<file path="config.mk">
export PLATFORM = sky130hd
export DESIGN_NAME = pct_timer
export DESIGN_NICKNAME = d
export VERILOG_FILES = /design/src/rtl/pct_pkg.sv /design/src/rtl/pct_timer.sv
export SDC_FILE = /design/constraint.sdc
export NUM_CORES = 1
export LEC_CHECK = 0
export BUFFER_PORTS_ARGS = -buffer_cell sky130_fd_sc_hd__buf_4
export CORE_ASPECT_RATIO = 1.2
export CORE_MARGIN = 2
export CORE_UTILIZATION = 45
export CTS_BUF_LIST = sky130_fd_sc_hd__clkbuf_4 sky130_fd_sc_hd__clkbuf_8 sky130_fd_sc_hd__clkbuf_16
export CTS_CLUSTER_DIAMETER = 40
export DETAILED_ROUTE_END_ITERATION = 8
export PLACE_DENSITY = 0.71
export SYNTH_ARGS = -nofsm -noshare
export SYNTH_HDL_FRONTEND = slang
export SYNTH_SLANG_ARGS = --single-unit
</file>
<file path="constraint.sdc">
create_clock -name aclk -period 5.2 [get_ports aclk]
set_input_delay 1.04 -clock aclk [delete_from_list [all_inputs] [get_ports aclk]]
set_output_delay 1.04 -clock aclk [all_outputs]
set_load 0.02 [all_outputs]
</file>
<file path="src/rtl/pct_pkg.sv">
// constants and types shared by the prescaled compare timer
package pct_pkg;

  // ****************************************
  // register map (byte addresses)
  // ****************************************
  localparam logic [7:0] PCT_CTL_OFS = 8'h00;
  localparam logic [7:0] PCT_PSC_OFS = 8'h04;
  localparam logic [7:0] PCT_CMP_OFS = 8'h08;
  localparam logic [7:0] PCT_IEN_OFS = 8'h0C;
  localparam logic [7:0] PCT_STS_OFS = 8'h10;
  localparam logic [7:0] PCT_CNT_OFS = 8'h14;
  localparam logic [7:0] PCT_CAP_OFS = 8'h18;

  // ****************************************
  // control register bit positions
  // ****************************************
  localparam int PCT_CTL_RUN  = 0;
  localparam int PCT_CTL_RST  = 1;
  localparam int PCT_CTL_WAKE = 2;
  localparam int PCT_CTL_DBG  = 3;
  localparam int PCT_CTL_MODE = 4;
  localparam int PCT_CTL_ACT  = 7;
  localparam int PCT_CTL_ADC  = 8;
  localparam int PCT_CTL_DMA  = 10;
  localparam int PCT_CTL_TSEL = 11;
  localparam int PCT_CTL_EVT  = 12;
  localparam int PCT_CTL_CAPE = 16;

  // ****************************************
  // status and enable bit positions
  // ****************************************
  localparam int PCT_STS_TO  = 0;
  localparam int PCT_STS_CAP = 1;
  localparam int PCT_STS_WK  = 4;
  localparam int PCT_STS_OVR = 5;
  localparam int PCT_STS_FE  = 6;
  localparam int PCT_IEN_TO  = 0;
  localparam int PCT_IEN_CAP = 1;

  // ****************************************
  // reset values and timing
  // ****************************************
  localparam logic [31:0] PCT_REG_RST  = 32'h00000000;
  localparam int          PCT_RST_CYC  = 3;
  localparam logic [1:0]  PCT_RST_LAST = 2'(PCT_RST_CYC - 1);

  typedef enum logic [1:0] {
    PCT_ONE_SHOT,
    PCT_PERIODIC,
    PCT_TOGGLE,
    PCT_CONTINUOUS
  } pct_mode_e;

  // software control fields
  typedef struct packed {
    logic      cap_en;
    logic      evt_en;
    logic      tsel;
    logic      dma_en;
    logic      adc_en;
    pct_mode_e mode;
    logic      dbg_ign;
    logic      wake_en;
  } pct_ctl_s;

endpackage

</file>
<file path="src/rtl/pct_timer.sv">
// 24-bit prescaled compare timer channel with axi4-lite registers
//
// Our own choice: register access over AXI4-Lite.
`timescale 1ns/1ps

module pct_timer
  import pct_pkg::*;
(
  input  wire logic        aclk,
  input  wire logic        aresetn,
  input  wire logic        clk_en,
  input  wire logic [7:0]  s_axi_awaddr,
  input  wire logic        s_axi_awvalid,
  output logic             s_axi_awready,
  input  wire logic [31:0] s_axi_wdata,
  input  wire logic [3:0]  s_axi_wstrb,
  input  wire logic        s_axi_wvalid,
  output logic             s_axi_wready,
  output logic [1:0]       s_axi_bresp,
  output logic             s_axi_bvalid,
  input  wire logic        s_axi_bready,
  input  wire logic [7:0]  s_axi_araddr,
  input  wire logic        s_axi_arvalid,
  output logic             s_axi_arready,
  output logic [31:0]      s_axi_rdata,
  output logic [1:0]       s_axi_rresp,
  output logic             s_axi_rvalid,
  input  wire logic        s_axi_rready,
  input  wire logic        count_pin,
  input  wire logic        capture_pin,
  input  wire logic        debug_halt,
  output logic             irq,
  output logic             wake_req,
  output logic             adc_trig,
  output logic             dma_trig,
  output logic             toggle_out
);
  import pct_pkg::*;

  // ****************************************
  // state
  // ****************************************
  pct_ctl_s    ctl;
  logic        count_run;
  logic        rst_busy;
  logic [1:0]  rst_cnt;
  logic [7:0]  prescale_value;
  logic [23:0] compare_value;
  logic [1:0]  irq_en;
  logic        timeout_flag;
  logic        capture_flag;
  logic        wake_flag;
  logic        capture_overrun_flag;
  logic        capture_falling_flag;
  logic [7:0]  psc_cnt;
  logic [23:0] count_value;
  logic [23:0] cap_data;
  logic [2:0]  cnt_sync;
  logic [2:0]  cap_sync;
  logic        aw_held;
  logic        w_held;
  logic [7:0]  aw_addr;
  logic [31:0] w_data;
  logic [3:0]  w_strb;

  // ****************************************
  // bus write decode
  // ****************************************
  logic        wr_go;
  logic [31:0] wmask;
  logic [31:0] wbits;
  logic        wr_ctl;
  logic        wr_psc;
  logic        wr_cmp;
  logic        wr_ien;
  logic        wr_sts;
  logic        wr_cnt;
  logic        wr_ok;
  logic [31:0] ctl_word;
  logic [31:0] next_ctl;
  logic [7:0]  next_psc;
  logic [23:0] next_cmp;

  assign wr_go  = aw_held && w_held && !s_axi_bvalid;
  assign wmask  = {{8{w_strb[3]}}, {8{w_strb[2]}},
                   {8{w_strb[1]}}, {8{w_strb[0]}}};
  assign wbits  = w_data & wmask;
  assign wr_ctl = wr_go && (aw_addr == PCT_CTL_OFS);
  assign wr_psc = wr_go && (aw_addr == PCT_PSC_OFS);
  assign wr_cmp = wr_go && (aw_addr == PCT_CMP_OFS);
  assign wr_ien = wr_go && (aw_addr == PCT_IEN_OFS);
  assign wr_sts = wr_go && (aw_addr == PCT_STS_OFS);
  assign wr_cnt = wr_go && (aw_addr == PCT_CNT_OFS);
  assign wr_ok  = wr_ctl || wr_psc || wr_cmp || wr_ien || wr_sts
                  || wr_cnt || (aw_addr == PCT_CAP_OFS);

  // byte lanes merge into the current contents
  assign next_ctl = (ctl_word & ~wmask) | wbits;
  assign next_psc = (prescale_value & ~wmask[7:0]) | wbits[7:0];
  assign next_cmp = (compare_value & ~wmask[23:0]) | wbits[23:0];

  // ****************************************
  // pin synchronisers
  // ****************************************
  // third stage only feeds the edge detect, never the first stage
  always_ff @(posedge aclk)
  begin
    if (!aresetn)
    begin
      cnt_sync <= 3'h0;
      cap_sync <= 3'h0;
    end
    else if (clk_en)
    begin
      cnt_sync <= {cnt_sync[1:0], count_pin};
      cap_sync <= {cap_sync[1:0], capture_pin};
    end
  end

  logic cnt_rise;
  logic cap_rise;
  logic cap_fall;
  logic cap_evt;
  logic dbg_halt_q;
  logic dbg_halt_s;

  assign cnt_rise = cnt_sync[1] && !cnt_sync[2];
  assign cap_rise = cap_sync[1] && !cap_sync[2];
  assign cap_fall = !cap_sync[1] && cap_sync[2];
  assign cap_evt  = ctl.cap_en && (cap_rise || cap_fall);

  // debug halt comes from another block's domain too
  always_ff @(posedge aclk)
  begin
    if (!aresetn)
    begin
      dbg_halt_q <= 1'b0;
      dbg_halt_s <= 1'b0;
    end
    else if (clk_en)
    begin
      dbg_halt_q <= debug_halt;
      dbg_halt_s <= dbg_halt_q;
    end
  end

  // ****************************************
  // counting engine
  // ****************************************
  logic        frozen;
  logic        tick;
  logic        adv;
  logic [23:0] cnt_inc;
  logic        match;
  logic        restart;

  assign frozen  = dbg_halt_s && !ctl.dbg_ign;
  assign tick    = count_run && !rst_busy && !frozen
                   && (!ctl.evt_en || cnt_rise);
  assign adv     = tick && (psc_cnt == prescale_value);
  assign cnt_inc = count_value + 24'h000001;
  assign match   = adv && (cnt_inc == compare_value);
  assign restart = (wr_psc && (next_psc != prescale_value))
                   || (wr_cmp && ctl.mode != PCT_CONTINUOUS);

  // prescaler and up counter
  always_ff @(posedge aclk)
  begin
    if (!aresetn)
    begin
      psc_cnt     <= 8'h00;
      count_value <= 24'h000000;
    end
    else if (clk_en)
    begin
      if (rst_busy || wr_cnt || restart || (wr_ctl
          && next_ctl[PCT_CTL_RST]))
      begin
        psc_cnt     <= 8'h00;
        count_value <= 24'h000000;
      end
      else if (adv)
      begin
        psc_cnt <= 8'h00;
        // periodic, toggle and one-shot fold back on a match
        if (match && ctl.mode != PCT_CONTINUOUS)
          count_value <= 24'h000000;
        else
          count_value <= cnt_inc;
      end
      else if (tick)
        psc_cnt <= psc_cnt + 8'h01;
    end
  end

  // toggle pin inverts on each match in toggle mode
  always_ff @(posedge aclk)
  begin
    if (!aresetn)
      toggle_out <= 1'b0;
    else if (clk_en && match && ctl.mode == PCT_TOGGLE)
      toggle_out <= !toggle_out;
  end

  // ****************************************
  // control register
  // ****************************************
  assign ctl_word = {15'h0, ctl.cap_en, 3'h0, ctl.evt_en, ctl.tsel,
                     ctl.dma_en, 1'b0, ctl.adc_en, count_run, 1'b0,
                     ctl.mode, ctl.dbg_ign, ctl.wake_en, rst_busy,
                     count_run};

  always_ff @(posedge aclk)
  begin
    if (!aresetn)
      ctl <= pct_ctl_s'(PCT_REG_RST[8:0]);
    else if (clk_en && wr_ctl)
    begin
      ctl.cap_en  <= next_ctl[PCT_CTL_CAPE];
      ctl.evt_en  <= next_ctl[PCT_CTL_EVT];
      ctl.tsel    <= next_ctl[PCT_CTL_TSEL];
      ctl.dma_en  <= next_ctl[PCT_CTL_DMA];
      ctl.adc_en  <= next_ctl[PCT_CTL_ADC];
      ctl.mode    <= pct_mode_e'(next_ctl[PCT_CTL_MODE +: 2]);
      ctl.dbg_ign <= next_ctl[PCT_CTL_DBG];
      ctl.wake_en <= next_ctl[PCT_CTL_WAKE];
    end
  end

  // run bit: a reset request in the same write wins over a start
  always_ff @(posedge aclk)
  begin
    if (!aresetn)
      count_run <= PCT_REG_RST[PCT_CTL_RUN];
    else if (clk_en)
    begin
      if (wr_ctl && next_ctl[PCT_CTL_RST])
        count_run <= 1'b0;
      else if (wr_ctl)
        count_run <= next_ctl[PCT_CTL_RUN];
      else if (match && ctl.mode == PCT_ONE_SHOT)
        count_run <= 1'b0;
    end
  end

  // reset request stays visible for a fixed number of cycles
  always_ff @(posedge aclk)
  begin
    if (!aresetn)
    begin
      rst_busy <= 1'b0;
      rst_cnt  <= 2'h0;
    end
    else if (clk_en)
    begin
      if (wr_ctl && next_ctl[PCT_CTL_RST])
      begin
        rst_busy <= 1'b1;
        rst_cnt  <= 2'h0;
      end
      else if (rst_busy)
      begin
        rst_cnt  <= rst_cnt + 2'h1;
        rst_busy <= (rst_cnt != PCT_RST_LAST);
      end
    end
  end

  // ****************************************
  // prescale, compare and enable registers
  // ****************************************
  // compare 0 or 1 is left to software to avoid
  always_ff @(posedge aclk)
  begin
    if (!aresetn)
    begin
      prescale_value <= PCT_REG_RST[7:0];
      compare_value  <= PCT_REG_RST[23:0];
      irq_en         <= PCT_REG_RST[1:0];
    end
    else if (clk_en)
    begin
      if (wr_psc)
        prescale_value <= next_psc;
      if (wr_cmp)
        compare_value <= next_cmp;
      if (wr_ien)
        irq_en <= (irq_en & ~wmask[1:0]) | wbits[1:0];
    end
  end

  // ****************************************
  // status flags and capture
  // ****************************************
  logic [6:0] clr;
  logic       wake_now;

  assign clr      = wr_sts ? wbits[6:0] : 7'h00;
  assign wake_now = ctl.wake_en && (timeout_flag || capture_flag);

  // hardware set beats a write-one clear in the same cycle
  always_ff @(posedge aclk)
  begin
    if (!aresetn)
    begin
      timeout_flag         <= 1'b0;
      capture_flag         <= 1'b0;
      wake_flag            <= 1'b0;
      capture_overrun_flag <= 1'b0;
    end
    else if (clk_en)
    begin
      timeout_flag <= match || (timeout_flag && !clr[PCT_STS_TO]);
      capture_flag <= cap_evt
                      || (capture_flag && !clr[PCT_STS_CAP]);
      wake_flag    <= (wake_now && !wake_req)
                      || (wake_flag && !clr[PCT_STS_WK]);
      capture_overrun_flag <= (cap_evt && capture_flag)
                      || (capture_overrun_flag && !clr[PCT_STS_OVR]);
    end
  end

  // data and edge polarity only load when the flag is clear
  always_ff @(posedge aclk)
  begin
    if (!aresetn)
    begin
      cap_data             <= 24'h000000;
      capture_falling_flag <= 1'b0;
    end
    else if (clk_en && cap_evt && !capture_flag)
    begin
      cap_data             <= count_value;
      capture_falling_flag <= cap_fall;
    end
  end

  // ****************************************
  // outputs to the system
  // ****************************************
  logic sel_evt;

  assign sel_evt = ctl.tsel ? (cap_evt && !capture_flag) : match;

  always_ff @(posedge aclk)
  begin
    if (!aresetn)
    begin
      irq      <= 1'b0;
      wake_req <= 1'b0;
      adc_trig <= 1'b0;
      dma_trig <= 1'b0;
    end
    else if (clk_en)
    begin
      irq      <= (timeout_flag && irq_en[PCT_IEN_TO])
                  || (capture_flag && irq_en[PCT_IEN_CAP]);
      wake_req <= wake_now;
      adc_trig <= sel_evt && ctl.adc_en;
      dma_trig <= sel_evt && ctl.dma_en;
    end
  end

  // ****************************************
  // axi4-lite write channel
  // ****************************************
  assign s_axi_awready = !aw_held;
  assign s_axi_wready  = !w_held;

  // address and data are taken in either order, then answered
  always_ff @(posedge aclk)
  begin
    if (!aresetn)
    begin
      aw_held      <= 1'b0;
      w_held       <= 1'b0;
      aw_addr      <= 8'h00;
      w_data       <= 32'h00000000;
      w_strb       <= 4'h0;
      s_axi_bvalid <= 1'b0;
      s_axi_bresp  <= 2'b00;
    end
    else if (clk_en)
    begin
      if (s_axi_awvalid && !aw_held)
      begin
        aw_held <= 1'b1;
        aw_addr <= {s_axi_awaddr[7:2], 2'b00};
      end
      if (s_axi_wvalid && !w_held)
      begin
        w_held <= 1'b1;
        w_data <= s_axi_wdata;
        w_strb <= s_axi_wstrb;
      end
      if (wr_go)
      begin
        aw_held      <= 1'b0;
        w_held       <= 1'b0;
        s_axi_bvalid <= 1'b1;
        s_axi_bresp  <= wr_ok ? 2'b00 : 2'b10;
      end
      else if (s_axi_bready)
        s_axi_bvalid <= 1'b0;
    end
  end

  // ****************************************
  // axi4-lite read channel
  // ****************************************
  logic [31:0] rd_word;
  logic        rd_ok;
  logic [31:0] sts_word;

  assign sts_word = {25'h0, capture_falling_flag, capture_overrun_flag,
                     wake_flag, 2'b00, capture_flag, timeout_flag};
  assign s_axi_arready = !s_axi_rvalid;

  always_comb
  begin
    rd_ok   = 1'b1;
    rd_word = 32'h00000000;
    unique case ({s_axi_araddr[7:2], 2'b00})
      PCT_CTL_OFS: rd_word = ctl_word;
      PCT_PSC_OFS: rd_word = {24'h0, prescale_value};
      PCT_CMP_OFS: rd_word = {8'h0, compare_value};
      PCT_IEN_OFS: rd_word = {30'h0, irq_en};
      PCT_STS_OFS: rd_word = sts_word;
      PCT_CNT_OFS: rd_word = {rst_busy, 7'h0, count_value};
      PCT_CAP_OFS: rd_word = {8'h0, cap_data};
      default:     rd_ok   = 1'b0;
    endcase
  end

  always_ff @(posedge aclk)
  begin
    if (!aresetn)
    begin
      s_axi_rvalid <= 1'b0;
      s_axi_rdata  <= 32'h00000000;
      s_axi_rresp  <= 2'b00;
    end
    else if (clk_en)
    begin
      if (s_axi_arvalid && !s_axi_rvalid)
      begin
        s_axi_rvalid <= 1'b1;
        s_axi_rdata  <= rd_word;
        s_axi_rresp  <= rd_ok ? 2'b00 : 2'b10;
      end
      else if (s_axi_rready)
        s_axi_rvalid <= 1'b0;
    end
  end

endmodule

</file>
==> reports/results.tsv <==
stage	metric	value	unit
pwr	Power Density	295	nW/um^2
floorplanning	row count	55	
synthesis	Synth Flop Type	sky130_fd_sc_hd__dfxtp_1	
setup_path	crit path max fanout	13	
global_route	overall fraction of global-route tracks in use	22.9	%
timing	Final Setup Violations	0	
cells_and_area	layout cell share with drive strength beyond 1	12.5	%
routing	drt wl/cell	17.1	um
placed_design	post-detailed-placement half-perimeter wirelength	16.7	mm
clocking	clock root cell	sky130_fd_sc_hd__clkbuf_16	
setup_path	required time of the critical path	5.56	ns
synthesis	synthesized-area fraction occupied by adder cells	0.574	%
setup_path	Worst R2R Path Depth	9	
global_route	vias in the first global route	7332	
timing	Max Clock Skew	0.00911	ns
synthesis	xor and xnor area share after synthesis	6.12	%
placed_design	number of buffer cells added on primary ports	86	
routing	post-detailed-route via-to-cell ratio	5.65	
floorplanning	initial cell density of the core	46.1	%
cells_and_area	register area	3700	sq um
setup_path	worst setup path category	reg -> reg	
cells_and_area	combined area of the multi-input logic cells	4570	sq um
run	Max-Cap Viols	0	
placed_design	Final GP Congestion	0.945	
synthesis	Yosys warnings	0	
setup_path	sort of element at the end of the critical path	register	
synthesis	register area share after synthesis	42.4	%
setup_path	number of buffer and inverter stages on the critical path	0	
floorplanning	area of the core	18900	sq um
routing	wire length after detailed routing	24.0	mm
clocking	Setup Buffers After CTS	0	
routing	detailed-route DRC error count	0	
timing	pins over their slew limit	0	
timing	slew of the pin with the lowest slew margin	1.17	ns
clocking	cts-stage hold buffer count	0	
clocking	TritonCTS clock tree	done	
setup_path	Critical Path, Cell by Cell	ha_1, nand3_1, or4_1, nor2_2, a31oi_1, o22a_1, a311oi_4, nand2_2, o31ai_1	
cells_and_area	final antenna diode count	0	
synthesis	share of cell area taken by muxes after synthesis	3.23	%
synthesis	number of register bits inferred by synthesis	185	
pwr	Max IR drop VDD	0.000222	V
pwr	static leakage power	3.61	nW
synthesis	synth unique cells	62	
hold_path	worst min-delay path class	reg -> reg	
clocking	Clk pin slew, worst setup/hold paths	0.07	ns
routing	number of DRC markers after the initial detailed-route iteration	628	
timing	setup repair after global routing missed its margin	false	
setup_path	launch point of the critical path	count_value[0]	
timing	final setup margin	1.36	ns
timing	highest clock frequency the design can meet	260	MHz
hold_path	hold path cells	2	
synthesis	number of enable flip-flop cells after synthesis	0	
setup_path	cell family with the largest share of critical-path delay	simple AND/OR/NAND/NOR gates	
timing	Final Hold Violating Endpoints	0	
cells_and_area	FILL cells	1828	
setup_path	startpoint class of the critical path	register	
clocking	Worst-Skew Late Latency	0.44	ns
clocking	Max Buffers Root-to-Sink	2	
synthesis	Mean Syn Cell Area	7.86	sq um
synthesis	Synth Cell Area	8720	sq um
cells_and_area	number of nets in the final layout	1207	
setup_path	critical path data arrival time	4.20	ns
routing	First-pass DRT Iterations	9	
setup_path	cell with the largest stage delay on the worst path	sky130_fd_sc_hd__or4_1	
floorplanning	die area	20500	sq um
timing	ratio of final minimum period to clock period	73.9	%
synthesis	simple logic cell fraction of the synthesized area	24.2	%
floorplanning	num ports	109	
timing	min Tclk post-route	3.84	ns
hold_path	launch instance of the worst min-delay path	w_data[14]	
global_route	largest net degree at the start of global routing	97	
timing	slew margin rel.	21.8	%
synthesis	main combinational cell family by area after synthesis	simple AND/OR/NAND/NOR gates	
global_route	wire length of the first global-routing pass	37.6	mm
setup_path	delay of the slowest cell on the worst path	0.72	ns
synthesis	Post-Synthesis Cells	1110	
synthesis	proportion of synthesized flip-flops having asynchronous set or reset	0	%
run_status	status	finished, final reports clean	
clocking	total number of H-tree levels	4	
placed_design	setup slack after placement	1.42	ns
synthesis	fraction of the mapped netlist area in compound gates	17.8	%
timing	setup TNS	0	ns
setup_path	Reg-to-Reg Start	count_value[0]	
routing	number of vias in the routed layout	7955	
routing	antenna violation net count after detailed routing	0	
clocking	clock sink total	185	
clocking	Num CTS Buffers	17	
floorplanning	chip width	131	um
global_route	initial antenna violation count	0	
global_route	gr ovfl total	0	
cells_and_area	Area growth, synth to finish	14.5	%
setup_path	CP Depth	9	
clocking	number of gates given a new drive strength after cts	0	
floorplanning	Die Span Y	157	um
[path summary, 6_finish.rpt]
path | to | slack, ns
min reg2reg | register | 0.45
max | count_value[8] | 1.36
min | register | 0.45
max reg2reg | count_value[8] | 1.36
[power breakdown]
group          switching, mW  internal [mW]
registers             0.0241           1.43
logic                 0.0901         0.0565
clock network          0.600          0.742
total                  0.715           2.23
[cell type report]
cell class,instances,share of cell area (%)
flip-flops and latches,185,37.1
repair buffers,95,7.14
clock inverters,13,1.54
multi-input cells,820,45.8
clock buffers,19,4.47
well taps,256,3.21
inverters,21,0.814
[worst min-delay path: stages (launching register included)]
cell                      delay [ns]
sky130_fd_sc_hd__dfxtp_1        0.31
sky130_fd_sc_hd__nand2_1        0.05
sky130_fd_sc_hd__a21oi_1        0.05
[cells by family after synthesis]
| group | Yosys count |
|---|---|
| AND/OR/NAND/NOR | 467 |
| other | 1 |
| XOR/XNOR | 61 |
| multiplexers | 28 |
| adder cells (fa/ha/maj) | 4 |
| buffers and inverters | 113 |
| flip-flops | 185 |
| AO/OA/AOI/OAI | 251 |
[synth_stat cells (all sizes together), types with 6 or more instances]
cell type	number	area share, %
nand2	216	9.3
dfxtp	185	42
a21oi	142	8.1
nor2	113	4.9
clkbuf	61	2.7
xnor2	32	3.2
buf	31	2.0
nand3	30	1.8
xor2	29	2.9
a22oi	27	2.3
mux2i	27	3.1
inv	20	0.86
nor3	18	1.1
o21ai	18	1.1
nand4	17	1.4
nor4	16	1.3
a222oi	15	1.7
and3	14	1.0
a31oi	12	0.86
nand2b	11	0.79
nor2b	8	0.57
nand3b	6	0.52
o22ai	6	0.43
[metrics by stage]
stage,utilization [%],hold WS [ns],area (sq um),std cells,power (mW)
global route,52.8,0.471,9990,1409,3.02
floorplan,-,0.436,8750,1118,1.58
finish,52.8,0.453,9990,1409,2.95
global placement,49.6,0.442,9390,1377,1.64
detailed placement,49.6,0.446,9390,1377,1.64
CTS,52.8,0.456,9990,1409,2.96
[per-layer routing]
metal  vias up  global-route usage (%)  part of all wire [%]
met1      3749                    27.9                    42
met4         0                    9.94                   3.3
met2       262                    39.8                    48
met3        55                    3.98                   6.5
met5         -                       0                     0
li1       3889                       -                     -
[layout by cell type, fill, tap and decap left out, types with 16 or more instances in the layout]
cell,count
sky130_fd_sc_hd__o21ai_0,16
sky130_fd_sc_hd__nor2_1,111
sky130_fd_sc_hd__xnor2_1,32
sky130_fd_sc_hd__dfxtp_1,185
sky130_fd_sc_hd__a22oi_1,27
sky130_fd_sc_hd__clkbuf_16,17
sky130_fd_sc_hd__nand3_1,29
sky130_fd_sc_hd__mux2i_1,27
sky130_fd_sc_hd__a21oi_1,142
sky130_fd_sc_hd__buf_4,95
sky130_fd_sc_hd__xor2_1,29
sky130_fd_sc_hd__nand2_1,215
sky130_fd_sc_hd__nor3_1,16
sky130_fd_sc_hd__inv_1,20
sky130_fd_sc_hd__nand4_1,16
No activity file was read; power rests on OpenSTA's default activity.
